## config.mk

```make
export PLATFORM = sky130hd
export DESIGN_NAME = dlsm_door_lock_stop_monitor
export DESIGN_NICKNAME = d
export VERILOG_FILES = /design/src/rtl/dlsm_pkg.sv /design/src/rtl/dlsm_door_lock_stop_monitor.sv /design/src/rtl/dlsm_ms_timer.sv
export VERILOG_INCLUDE_DIRS = /design/src /design/src/rtl
export SDC_FILE = /design/constraint.sdc
export NUM_CORES = 2
export LEC_CHECK = 0
export ABC_AREA = 1
export BUFFER_PORTS_ARGS = -buffer_cell sky130_fd_sc_hd__buf_2
export CELL_PAD_IN_SITES_DETAIL_PLACEMENT = 2
export CELL_PAD_IN_SITES_GLOBAL_PLACEMENT = 2
export CORE_MARGIN = 5
export CORE_UTILIZATION = 30
export CTS_BUF_LIST = sky130_fd_sc_hd__clkbuf_4
export DETAILED_ROUTE_END_ITERATION = 8
export PLACE_DENSITY = 0.75
export SETUP_SLACK_MARGIN = 0.2
export SYNTH_ARGS = -nofsm -noshare
export SYNTH_HDL_FRONTEND = slang
export SYNTH_SLANG_ARGS = --single-unit
```

## constraint.sdc

```tcl
create_clock -name MCLK -period 10.4 [get_ports MCLK]
set_input_delay 0 -clock MCLK [delete_from_list [all_inputs] [get_ports MCLK]]
set_output_delay 0 -clock MCLK [all_outputs]
set_load 0.1 [all_outputs]
```

## src/rtl/dlsm_params.svh

```systemverilog
// Constants of the door-lock stop monitor
`ifndef DLSM_PARAMS_SVH
`define DLSM_PARAMS_SVH

// ==========================================================================
// Timing
`define DLSM_CLK_PERIOD_PS 32'h0000_1388
`define DLSM_MS_PS         32'h3B9A_CA00

// ==========================================================================
// Parameter sets and scaling
`define DLSM_SETS          8
`define DLSM_PCT_SCALE     7'h64
`define DLSM_CUR_FS        16'hFFFF

// ==========================================================================
// Configuration field codes
`define DLSM_F_DECEL       4'h0
`define DLSM_F_TOL_POS     4'h1
`define DLSM_F_TOL_NEG     4'h2
`define DLSM_F_DC_SPEED    4'h3
`define DLSM_F_DC_MS       4'h4
`define DLSM_F_MIN_PCT     4'h5
`define DLSM_F_ANG_ALLOW   4'h6
`define DLSM_F_SS_MS       4'h7
`define DLSM_F_EXCL        4'h8

// ==========================================================================
// Reset values of every set
`define DLSM_RST_DC_MS     32'h0000_03E8
`define DLSM_RST_MIN_PCT   7'h0F
`define DLSM_RST_ANG       16'h00B4
`define DLSM_RST_SS_MS     32'h0036_EE80
`define DLSM_RST_EXCL      1'h1

// ==========================================================================
// Status bit positions
`define DLSM_ST_STOP_BIT   6
`define DLSM_ST_DOOR_BIT   7

`endif

```

## src/rtl/dlsm_pkg.sv

```systemverilog
// Types of the door-lock stop monitor
package dlsm_pkg;

  typedef enum logic [5:0] {
    ST_IDLE   = 6'h01,
    ST_DECEL  = 6'h02,
    ST_DC     = 6'h04,
    ST_SSONLY = 6'h08,
    ST_DONE   = 6'h10,
    ST_FAULT  = 6'h20
  } dlsm_state_t;

endpackage : dlsm_pkg

```

## src/rtl/dlsm_door_lock_stop_monitor.sv

```systemverilog
// Door-lock stop monitor: ramp, DC braking and standstill supervision
`timescale 1ns/1ps
`default_nettype none
`include "dlsm_params.svh"

// Behaviour
// - Deceleration moves to DC braking once speed falls below start speed.
// - Deceleration speed outside tolerance band sets fail-safe and cutoff.
// - DC braking speed above start speed plus tolerance sets fail-safe.
// - DC timer restarts on low mean current or excessive angle deviation.
// - Angle excursion either way takes present angle as new reference.
// - Minimum current is a percentage of full scale, default 15.
// - Elapsed DC time sets stop status, door release and torque cutoff.
// - Latched fail-safe clears only through fault acknowledge input.
// - Eight parameter sets held; index input chooses the one used.
// - Standstill timer runs with modulation off; expiry releases door.
// - Two-channel request; left when both inputs energised or by bus.
// - Stop status in status bit 6, door release in status bit 7.
// - Withdrawn request also removes torque cutoff outside the fault phase.
// - Standstill time of zero disables the standstill timer.
// - Nonzero standstill time not above DC time is a rejected configuration.
// - Exclusive option: request at restart releases only after standstill.
// - No phase time limit; ramp phase ends on detected speed or standstill expiry only.
// - Accelerations inside ramp tolerances are not errors.
// - DC braking time of zero skips DC braking.
// - Speed already below DC start at request enters DC braking directly.
module dlsm_door_lock_stop_monitor
  import dlsm_pkg::*;
#(
  parameter int          SW         = 24,
  parameter int          AW         = 16,
  parameter int          CW         = 16,
  parameter logic [15:0] CUR_FS     = `DLSM_CUR_FS,
  parameter int          CYC_PER_MS = `DLSM_MS_PS / `DLSM_CLK_PERIOD_PS
) (
  // Clock and reset
  input  wire logic          MCLK,
  input  wire logic          RST_N,
  // Request channels
  input  wire logic          REQ_CH_A,
  input  wire logic          REQ_CH_B,
  input  wire logic          BUS_MODE,
  input  wire logic          BUS_REQ,
  // Drive feedback
  input  wire logic          MON_TICK,
  input  wire logic [SW-1:0] SPEED,
  input  wire logic [CW-1:0] CUR_MEAN,
  input  wire logic [AW-1:0] ANGLE,
  input  wire logic          MOD_ON,
  // Fault acknowledge
  input  wire logic          FAULT_ACKNOWLEDGE_INPUT,
  // Parameter sets
  input  wire logic [2:0]    IDX_SEL,
  input  wire logic          CFG_WE,
  input  wire logic [2:0]    CFG_IDX,
  input  wire logic [3:0]    CFG_FIELD,
  input  wire logic [31:0]   CFG_DATA,
  // Results
  output logic               TORQUE_CUTOFF,
  output logic               DOOR_RELEASE_FLAG,
  output logic               FAIL_SAFE,
  output logic               CFG_REJECT,
  output logic [7:0]         STATUS,
  output logic [5:0]         PHASE
);

  // ========================================================================
  // Declarations
  logic [2:0]    sync1_reg, sync2_reg;
  logic          req_on, ack_on, mod_on;
  logic [31:0]   pre_reg;
  logic          ms_reg;
  dlsm_state_t   state_reg, state_next;
  logic          boot_reg, fail_reg, torque_reg, door_reg, stop_reg;
  logic          reject_reg;
  logic [SW-1:0] v0_reg, elapsed_reg;
  logic [AW-1:0] ang_ref_reg;
  logic [15:0]   decel_mem   [`DLSM_SETS];
  logic [SW-1:0] tolp_mem    [`DLSM_SETS];
  logic [SW-1:0] toln_mem    [`DLSM_SETS];
  logic [SW-1:0] dcspd_mem   [`DLSM_SETS];
  logic [31:0]   dcms_mem    [`DLSM_SETS];
  logic [6:0]    pct_mem     [`DLSM_SETS];
  logic [AW-1:0] angal_mem   [`DLSM_SETS];
  logic [31:0]   ssms_mem    [`DLSM_SETS];
  logic          excl_mem    [`DLSM_SETS];
  logic [15:0]   decel;
  logic [SW-1:0] tol_pos, tol_neg, dc_spd, expected;
  logic [31:0]   dc_ms, ss_ms;
  logic [6:0]    min_pct;
  logic [AW-1:0] ang_allow, adiff, amag;
  logic          excl;
  logic [SW+15:0] drop;
  logic [SW:0]   upper;
  logic [CW+6:0] cur_x100, min_x;
  logic          over_dec, under_dec, over_dc, cur_low, ang_out;
  logic          dc_restart, cfg_bad, fault_evt, active;
  logic          dc_exp, ss_exp;

  // ========================================================================
  // Pin synchronisers
  // Second stage only is read for request and modulation; the acknowledge pin has a single stage
  always_ff @(posedge MCLK or negedge RST_N) begin
    if (!RST_N) begin
      sync1_reg <= 3'h7;
      sync2_reg <= 3'h7;
    end else begin
      sync1_reg <= {MOD_ON, REQ_CH_B, REQ_CH_A};
      sync2_reg <= sync1_reg;
    end
  end

  always_ff @(posedge MCLK or negedge RST_N) begin
    if (!RST_N) begin
      ack_on <= 1'b0;
    end else begin
      ack_on <= FAULT_ACKNOWLEDGE_INPUT;
    end
  end

  // Request unless both channels energised, or as the safe bus says
  assign req_on = BUS_MODE ? BUS_REQ : !(sync2_reg[0] && sync2_reg[1]);
  assign mod_on = sync2_reg[2];

  // ========================================================================
  // Millisecond prescaler
  always_ff @(posedge MCLK or negedge RST_N) begin
    if (!RST_N) begin
      pre_reg <= 32'h0000_0000;
      ms_reg  <= 1'b0;
    end else if (pre_reg >= 32'(CYC_PER_MS - 1)) begin
      pre_reg <= 32'h0000_0000;
      ms_reg  <= 1'b1;
    end else begin
      pre_reg <= pre_reg + 32'h0000_0001;
      ms_reg  <= 1'b0;
    end
  end

  // ========================================================================
  // Parameter sets
  for (genvar e = 0; e < `DLSM_SETS; e++) begin : g_set
    always_ff @(posedge MCLK or negedge RST_N) begin
      if (!RST_N) begin
        decel_mem[e] <= 16'h0000;
        tolp_mem[e]  <= '0;
        toln_mem[e]  <= '0;
        dcspd_mem[e] <= '0;
        dcms_mem[e]  <= `DLSM_RST_DC_MS;
        pct_mem[e]   <= `DLSM_RST_MIN_PCT;
        angal_mem[e] <= AW'(`DLSM_RST_ANG);
        ssms_mem[e]  <= `DLSM_RST_SS_MS;
        excl_mem[e]  <= `DLSM_RST_EXCL;
      end else if (CFG_WE && CFG_IDX == 3'(e)) begin
        if (CFG_FIELD == `DLSM_F_DECEL) begin
          decel_mem[e] <= CFG_DATA[15:0];
        end else if (CFG_FIELD == `DLSM_F_TOL_POS) begin
          tolp_mem[e] <= CFG_DATA[SW-1:0];
        end else if (CFG_FIELD == `DLSM_F_TOL_NEG) begin
          toln_mem[e] <= CFG_DATA[SW-1:0];
        end else if (CFG_FIELD == `DLSM_F_DC_SPEED) begin
          dcspd_mem[e] <= CFG_DATA[SW-1:0];
        end else if (CFG_FIELD == `DLSM_F_DC_MS) begin
          dcms_mem[e] <= CFG_DATA;
        end else if (CFG_FIELD == `DLSM_F_MIN_PCT) begin
          pct_mem[e] <= CFG_DATA[6:0];
        end else if (CFG_FIELD == `DLSM_F_ANG_ALLOW) begin
          angal_mem[e] <= CFG_DATA[AW-1:0];
        end else if (CFG_FIELD == `DLSM_F_SS_MS) begin
          ssms_mem[e] <= CFG_DATA;
        end else if (CFG_FIELD == `DLSM_F_EXCL) begin
          excl_mem[e] <= CFG_DATA[0];
        end
      end
    end
  end

  // Active set follows the index input
  assign decel     = decel_mem[IDX_SEL];
  assign tol_pos   = tolp_mem[IDX_SEL];
  assign tol_neg   = toln_mem[IDX_SEL];
  assign dc_spd    = dcspd_mem[IDX_SEL];
  assign dc_ms     = dcms_mem[IDX_SEL];
  assign min_pct   = pct_mem[IDX_SEL];
  assign ang_allow = angal_mem[IDX_SEL];
  assign ss_ms     = ssms_mem[IDX_SEL];
  assign excl      = excl_mem[IDX_SEL];

  assign cfg_bad = (ss_ms != 32'h0000_0000 && ss_ms <= dc_ms) ||
                   (excl && ss_ms == 32'h0000_0000);

  // ========================================================================
  // Speed, current and angle checks
  // Product is kept wide so a long ramp clamps to zero, never wraps
  assign drop = (SW+16)'(decel) * (SW+16)'(elapsed_reg);
  assign expected = (drop >= (SW+16)'(v0_reg)) ? '0
                  : v0_reg - drop[SW-1:0];
  assign upper     = {1'b0, expected} + {1'b0, tol_pos};
  assign over_dec  = {1'b0, SPEED} > upper;
  assign under_dec = ({1'b0, SPEED} + {1'b0, tol_neg})
                     < {1'b0, expected};
  assign over_dc   = {1'b0, SPEED} > ({1'b0, dc_spd} + {1'b0, tol_pos});

  assign cur_x100 = (CW+7)'(CUR_MEAN) * (CW+7)'(`DLSM_PCT_SCALE);
  assign min_x    = (CW+7)'(min_pct) * (CW+7)'(CUR_FS);
  assign cur_low  = cur_x100 < min_x;

  assign adiff   = ANGLE - ang_ref_reg;
  assign amag    = adiff[AW-1] ? (~adiff + AW'(1)) : adiff;
  assign ang_out = amag > ang_allow;

  assign dc_restart = (state_reg == ST_DC) && MON_TICK &&
                      (cur_low || ang_out);

  assign active = (state_reg == ST_DECEL) || (state_reg == ST_DC) ||
                  (state_reg == ST_SSONLY);

  assign fault_evt = req_on && MON_TICK && (
      (state_reg == ST_DECEL && (over_dec || under_dec)) ||
      (state_reg == ST_DC && over_dc) ||
      ((active || state_reg == ST_IDLE) && cfg_bad));

  // ========================================================================
  // Timers
  dlsm_ms_timer u_dc_timer (
    .clk       (MCLK),
    .rst_n     (RST_N),
    .run       (state_reg == ST_DC),
    .restart   (state_reg != ST_DC || dc_restart),
    .ms_strobe (ms_reg),
    .limit     (dc_ms),
    .expired   (dc_exp)
  );

  // Counts only while modulation is off; disabled by a zero time
  dlsm_ms_timer u_ss_timer (
    .clk       (MCLK),
    .rst_n     (RST_N),
    .run       (active && !mod_on),
    .restart   (!active || mod_on || ss_ms == 32'h0000_0000),
    .ms_strobe (ms_reg),
    .limit     (ss_ms),
    .expired   (ss_exp)
  );

  // ========================================================================
  // Phase sequencing
  // No watchdog on any phase: a stuck ramp waits for speed or standstill
  always_comb begin
    state_next = state_reg;
    case (state_reg)
      ST_IDLE: begin
        if (fault_evt) begin
          state_next = ST_FAULT;
        end else if (req_on && MON_TICK) begin
          if (boot_reg && excl) begin
            state_next = ST_SSONLY;
          end else if (SPEED < dc_spd) begin
            state_next = (dc_ms == 32'h0000_0000) ? ST_DONE : ST_DC;
          end else begin
            state_next = ST_DECEL;
          end
        end
      end
      ST_DECEL: begin
        if (!req_on) begin
          state_next = ST_IDLE;
        end else if (fault_evt) begin
          state_next = ST_FAULT;
        end else if (ss_exp) begin
          state_next = ST_DONE;
        end else if (MON_TICK && SPEED < dc_spd) begin
          state_next = (dc_ms == 32'h0000_0000) ? ST_DONE : ST_DC;
        end
      end
      ST_DC: begin
        if (!req_on) begin
          state_next = ST_IDLE;
        end else if (fault_evt) begin
          state_next = ST_FAULT;
        end else if (dc_exp || ss_exp) begin
          state_next = ST_DONE;
        end
      end
      ST_SSONLY: begin
        if (!req_on) begin
          state_next = ST_IDLE;
        end else if (fault_evt) begin
          state_next = ST_FAULT;
        end else if (ss_exp) begin
          state_next = ST_DONE;
        end
      end
      ST_DONE: begin
        if (!req_on) begin
          state_next = ST_IDLE;
        end
      end
      ST_FAULT: begin
        if (ack_on) begin
          state_next = ST_IDLE;
        end
      end
      default: state_next = ST_IDLE;
    endcase
  end

  always_ff @(posedge MCLK or negedge RST_N) begin
    if (!RST_N) begin
      state_reg <= ST_IDLE;
    end else begin
      state_reg <= state_next;
    end
  end

  // Restart window closes at the first evaluated tick
  always_ff @(posedge MCLK or negedge RST_N) begin
    if (!RST_N) begin
      boot_reg <= 1'b1;
    end else if (MON_TICK) begin
      boot_reg <= 1'b0;
    end
  end

  // ========================================================================
  // Ramp reference, elapsed time and angle reference
  always_ff @(posedge MCLK or negedge RST_N) begin
    if (!RST_N) begin
      v0_reg      <= '0;
      elapsed_reg <= '0;
    end else if (state_reg == ST_IDLE) begin
      v0_reg      <= SPEED;
      elapsed_reg <= '0;
    end else if (state_reg == ST_DECEL && ms_reg && !(&elapsed_reg)) begin
      elapsed_reg <= elapsed_reg + SW'(1);
    end
  end

  always_ff @(posedge MCLK or negedge RST_N) begin
    if (!RST_N) begin
      ang_ref_reg <= '0;
    end else if (state_reg != ST_DC || (MON_TICK && ang_out)) begin
      ang_ref_reg <= ANGLE;
    end
  end

  // ========================================================================
  // Outputs
  // Fault event wins over an acknowledge in the same cycle
  always_ff @(posedge MCLK or negedge RST_N) begin
    if (!RST_N) begin
      fail_reg <= 1'b0;
    end else if (fault_evt) begin
      fail_reg <= 1'b1;
    end else if (ack_on) begin
      fail_reg <= 1'b0;
    end
  end

  always_ff @(posedge MCLK or negedge RST_N) begin
    if (!RST_N) begin
      torque_reg <= 1'b0;
      door_reg   <= 1'b0;
      stop_reg   <= 1'b0;
      reject_reg <= 1'b0;
    end else begin
      torque_reg <= state_next == ST_DONE || state_next == ST_FAULT;
      door_reg   <= state_next == ST_DONE;
      stop_reg   <= state_next == ST_DONE;
      reject_reg <= cfg_bad;
    end
  end

  assign TORQUE_CUTOFF     = torque_reg;
  assign DOOR_RELEASE_FLAG = door_reg;
  assign FAIL_SAFE         = fail_reg;
  assign CFG_REJECT        = reject_reg;
  assign STATUS            = {door_reg, stop_reg, 6'h00};
  assign PHASE             = state_reg;
endmodule : dlsm_door_lock_stop_monitor

`default_nettype wire

```

## src/rtl/dlsm_ms_timer.sv

```systemverilog
// Millisecond timer with restart and sticky expiry
`timescale 1ns/1ps
`default_nettype none

module dlsm_ms_timer (
  // Clock and reset
  input  wire logic        clk,
  input  wire logic        rst_n,
  // Control
  input  wire logic        run,
  input  wire logic        restart,
  input  wire logic        ms_strobe,
  input  wire logic [31:0] limit,
  // Result
  output logic             expired
);

  logic [31:0] count_reg;
  logic        exp_reg;

  // ========================================================================
  // Counter
  // Restart beats run so a restart condition never lets the time finish
  always_ff @(posedge clk or negedge rst_n) begin
    if (!rst_n) begin
      count_reg <= 32'h0000_0000;
      exp_reg   <= 1'b0;
    end else if (restart) begin
      count_reg <= 32'h0000_0000;
      exp_reg   <= 1'b0;
    end else if (run && ms_strobe && !exp_reg) begin
      count_reg <= count_reg + 32'h0000_0001;
      if (count_reg + 32'h0000_0001 >= limit) begin
        exp_reg <= 1'b1;
      end
    end
  end

  assign expired = exp_reg;

endmodule : dlsm_ms_timer

`default_nettype wire

```

==> out/results.tsv <==
stage	metric	value	unit
yosys	Seq/Total Area, Yosys	41.4	%
power	power per cell area	183	nW/um^2
drt	WL met2	214	mm
cts	worst skew pair latency	1480	ps
place	Buffers on Ports	119	
die	Core Region	321000	um^2
outcome	outcome	finished with violations	
outcome	violations in the final reports	setup timing	
sta	RSZ-0062 raised after global routing	yes	
finish	Nets	13800	
sta	Period minus WS final	11250	ps
setup_path	Critical Path Sink	PHASE[2]	
setup_path	CP arrival	12670	ps
sta	WHS	164	ps
sta	Final Cycle Share	108	%
setup_path	Worst Setup SP	decel_mem[54]	
setup_path	Critical Path Slowest Stage Cell	fa_1	
sta	clock skew	183	ps
drt	drt wl/cell	24.3	um
sta	Slew Viols, Final	0	
setup_path	CP Class	flop to flop	
yosys	Synth Area per Inst	8.05	um^2
global_route	initial antenna violation count	23	
die	die width	578	um
finish	fill count	36300	
finish	most common cell after layout, fill and taps aside	nand2_1	
cts	clk root buf	clkbuf_4	
power	worst vdd ir	144	uV
place	DP HPWL	267	mm
global_route	first-pass GRT wire length	626	mm
cts	CTS Buffer Depth	4	
finish	most frequent cells in the layout	nand2_1, o21ai_0, dfrtp_1, nor2_1, inv_1	
setup_path	WP data required	11820	ps
setup_path	slowest stage delay, CP	540	ps
yosys	FF+latch count, synth	1589	
setup_path	crit start category	flop	
flow_run	MaxCap Viol Count	0	
setup_path	maximum fanout along the worst path	15	
setup_path	most frequent CP cell	inv_1	
die	Die Footprint	334000	um^2
setup_path	crit end category	flop	
finish	area of the multi-input gates	51400	um^2
die	Die Height	578	um
cts	CTS H-tree lvls	5	
drt	met3 WL	17.1	mm
finish	share of cells above drive strength 1	17.3	%
yosys	yosys warns	0	
drt	vias per cell	5.29	
sta	Slew @ Worst Pin	1350	ps
sta	setup tns final	-5990	ps
drt	1st-pass router iterations	6	
yosys	Mapped Cells	12000	
die	Starting Density	30.1	%
yosys	Async S/R FF share, synth	100	%
drt	Final ANT Viol Nets	0	
setup_path	Reg2Reg Depth	63	
global_route	GRT overflow	0	
finish	Sequential Area	40000	um^2
power	Pleak	54.4	nW
global_route	pin count of the biggest net entering global routing	181	
setup_path	reg-to-reg endpoint	PHASE[2]	
yosys	synthesized cell area	96700	um^2
drt	initial DRC count	5175	
global_route	GRT Total Usage	23.8	%
min_path	hold crit path type	input port to flop	
cts	Inserted Clock Buffers	455	
die	FP Rows	208	
yosys	number of library cell types mapped by synthesis	61	
drt	Routed WL	425	mm
sta	endpoints failing setup	8	
setup_path	r2r startpoint	decel_mem[54]	
setup_path	reg-to-reg slack, setup	-850	ps
yosys	Post-synth EDFFs	0	
cts	Clock transition at path regs	80	ps
cts	Clock Sink Count	1589	
sta	max_slew headroom	9.61	%
drt	via count	92600	
yosys	Synth Flop Type	dfrtp_1	
drt	Residual DRC	0	
sta	Peak Freq	0.0889	GHz
sta	Hold Vio Cnt, Final	0	
cts	CTS tree	done	
finish	Area Growth Syn to Fin	20.4	%
drt	met1 wire length	176	mm
finish	Largest regs	dcms_mem x256, ssms_mem x256	
global_route	vias in the first global route	105000	
place	Final GP Congestion	0.894	
sta	worst setup margin	-851	ps
drt	max layer used	met5	
die	Top Ports	126	
cell usage after synthesis, drive strengths merged, types with 4 or more instances:
cell type	count	area [um^2]
a21o	13	97.6
dfrtp	1373	34400
dfstp	216	5680
nand4	58	369
nor3	78	442
fa	344	6890
nor2	1271	4800
xnor2	61	534
nor3b	8	60.1
nand3b	5	37.5
o221ai	79	692
clkinv	17	63.8
a21boi	12	90.1
or2	14	87.6
o2111ai	6	52.6
o22ai	234	1460
a31oi	69	432
clkbuf	700	2630
o31ai	4	30.0
a211oi	23	173
nand3	158	821
o21a	8	60.1
buf	74	362
inv	1138	4270
xor2	149	1310
nand2	2501	9460
o21bai	27	203
ha	566	7080
o21ai	2406	12000
nor4	29	196
a21oi	349	1750
o211ai	7	52.6
per-stage QoR:
step                power, W  instances  cell area, um^2  worst slack, ps  utilization (%)
floorplan             0.0112      12000            97100              179                -
global placement      0.0138      16300           105000             -587             32.8
detailed placement    0.0143      16300           105000            -1150             32.8
CTS                   0.0209      17400           115000            -1.64             35.8
global route          0.0227      17500           116000            -1230             36.3
finish                0.0213      17500           116000             -851             36.3
power breakdown:
part | switching [W] | internal, W | total, W
clock | 0.00303 | 0.00314 | 0.00617
sequential | 0.000317 | 0.00675 | 0.00707
combinational | 0.00485 | 0.00325 | 0.00810
cells by family after synthesis:
logic type                 after synthesis  synth area share, %
and+or+nand+nor                       4130                 16.9
AOI/OAI and AO/OA                     3249                 17.8
xor gates and xnor gates               210                 1.90
buffers and inverters                 1929                 7.57
other                                    1              0.00388
DFF                                   1589                 41.4
adders and majority gates              910                 14.4
worst min path at each step:
stage	startpoint	to	slack (ps)	cells after the start
floorplan	RST_N	CFG_REJECT	-300	0
finish	CFG_DATA[30]	dcms_mem[158]	160	5
CTS	CFG_DATA[30]	dcms_mem[126]	20	5
global placement	RST_N	elapsed_reg[22]	60	1
detailed placement	RST_N	elapsed_reg[22]	60	1
global route	SPEED[4]	v0_reg[4]	180	5
cell type report:
class / instances / share of cell area, %
diodes: 10 / 0.0215
clock buffers: 706 / 4.55
flip-flops and latches: 1589 / 34.4
multi-input cells: 8519 / 44.2
clock inverters: 122 / 0.570
well taps: 4305 / 4.63
repair buffers: 1093 / 7.93
inverters: 1155 / 3.76
routing by layer:
layer  up-vias  GRT usage (%)
met2      2080           42.9
met1     48500           29.1
met3       875           2.76
met4        10           8.60
li1      41100              -
met5         -              0
critical path: cells and delay by family (launching register included):
family	cells	cell delay (ps)
buffers and inverters	15	1460
XOR/XNOR	2	340
adder cells (fa/ha/maj)	10	4060
AO/OA/AOI/OAI	9	1490
flip-flops	1	410
AND/OR/NAND/NOR	27	3310
timing repair:
action | in CTS | in global routing
gates cloned | 0 | 4
hold endpoints to repair | 2185 | 0
hold buffers | 250 | 0
pin swaps | 79 | 138
setup buffers | 40 | 45
endpoints found under the setup margin | 8 | 8
gates resized for setup | 206 | 267
Note: power is estimated with default switching activity, not from simulation.
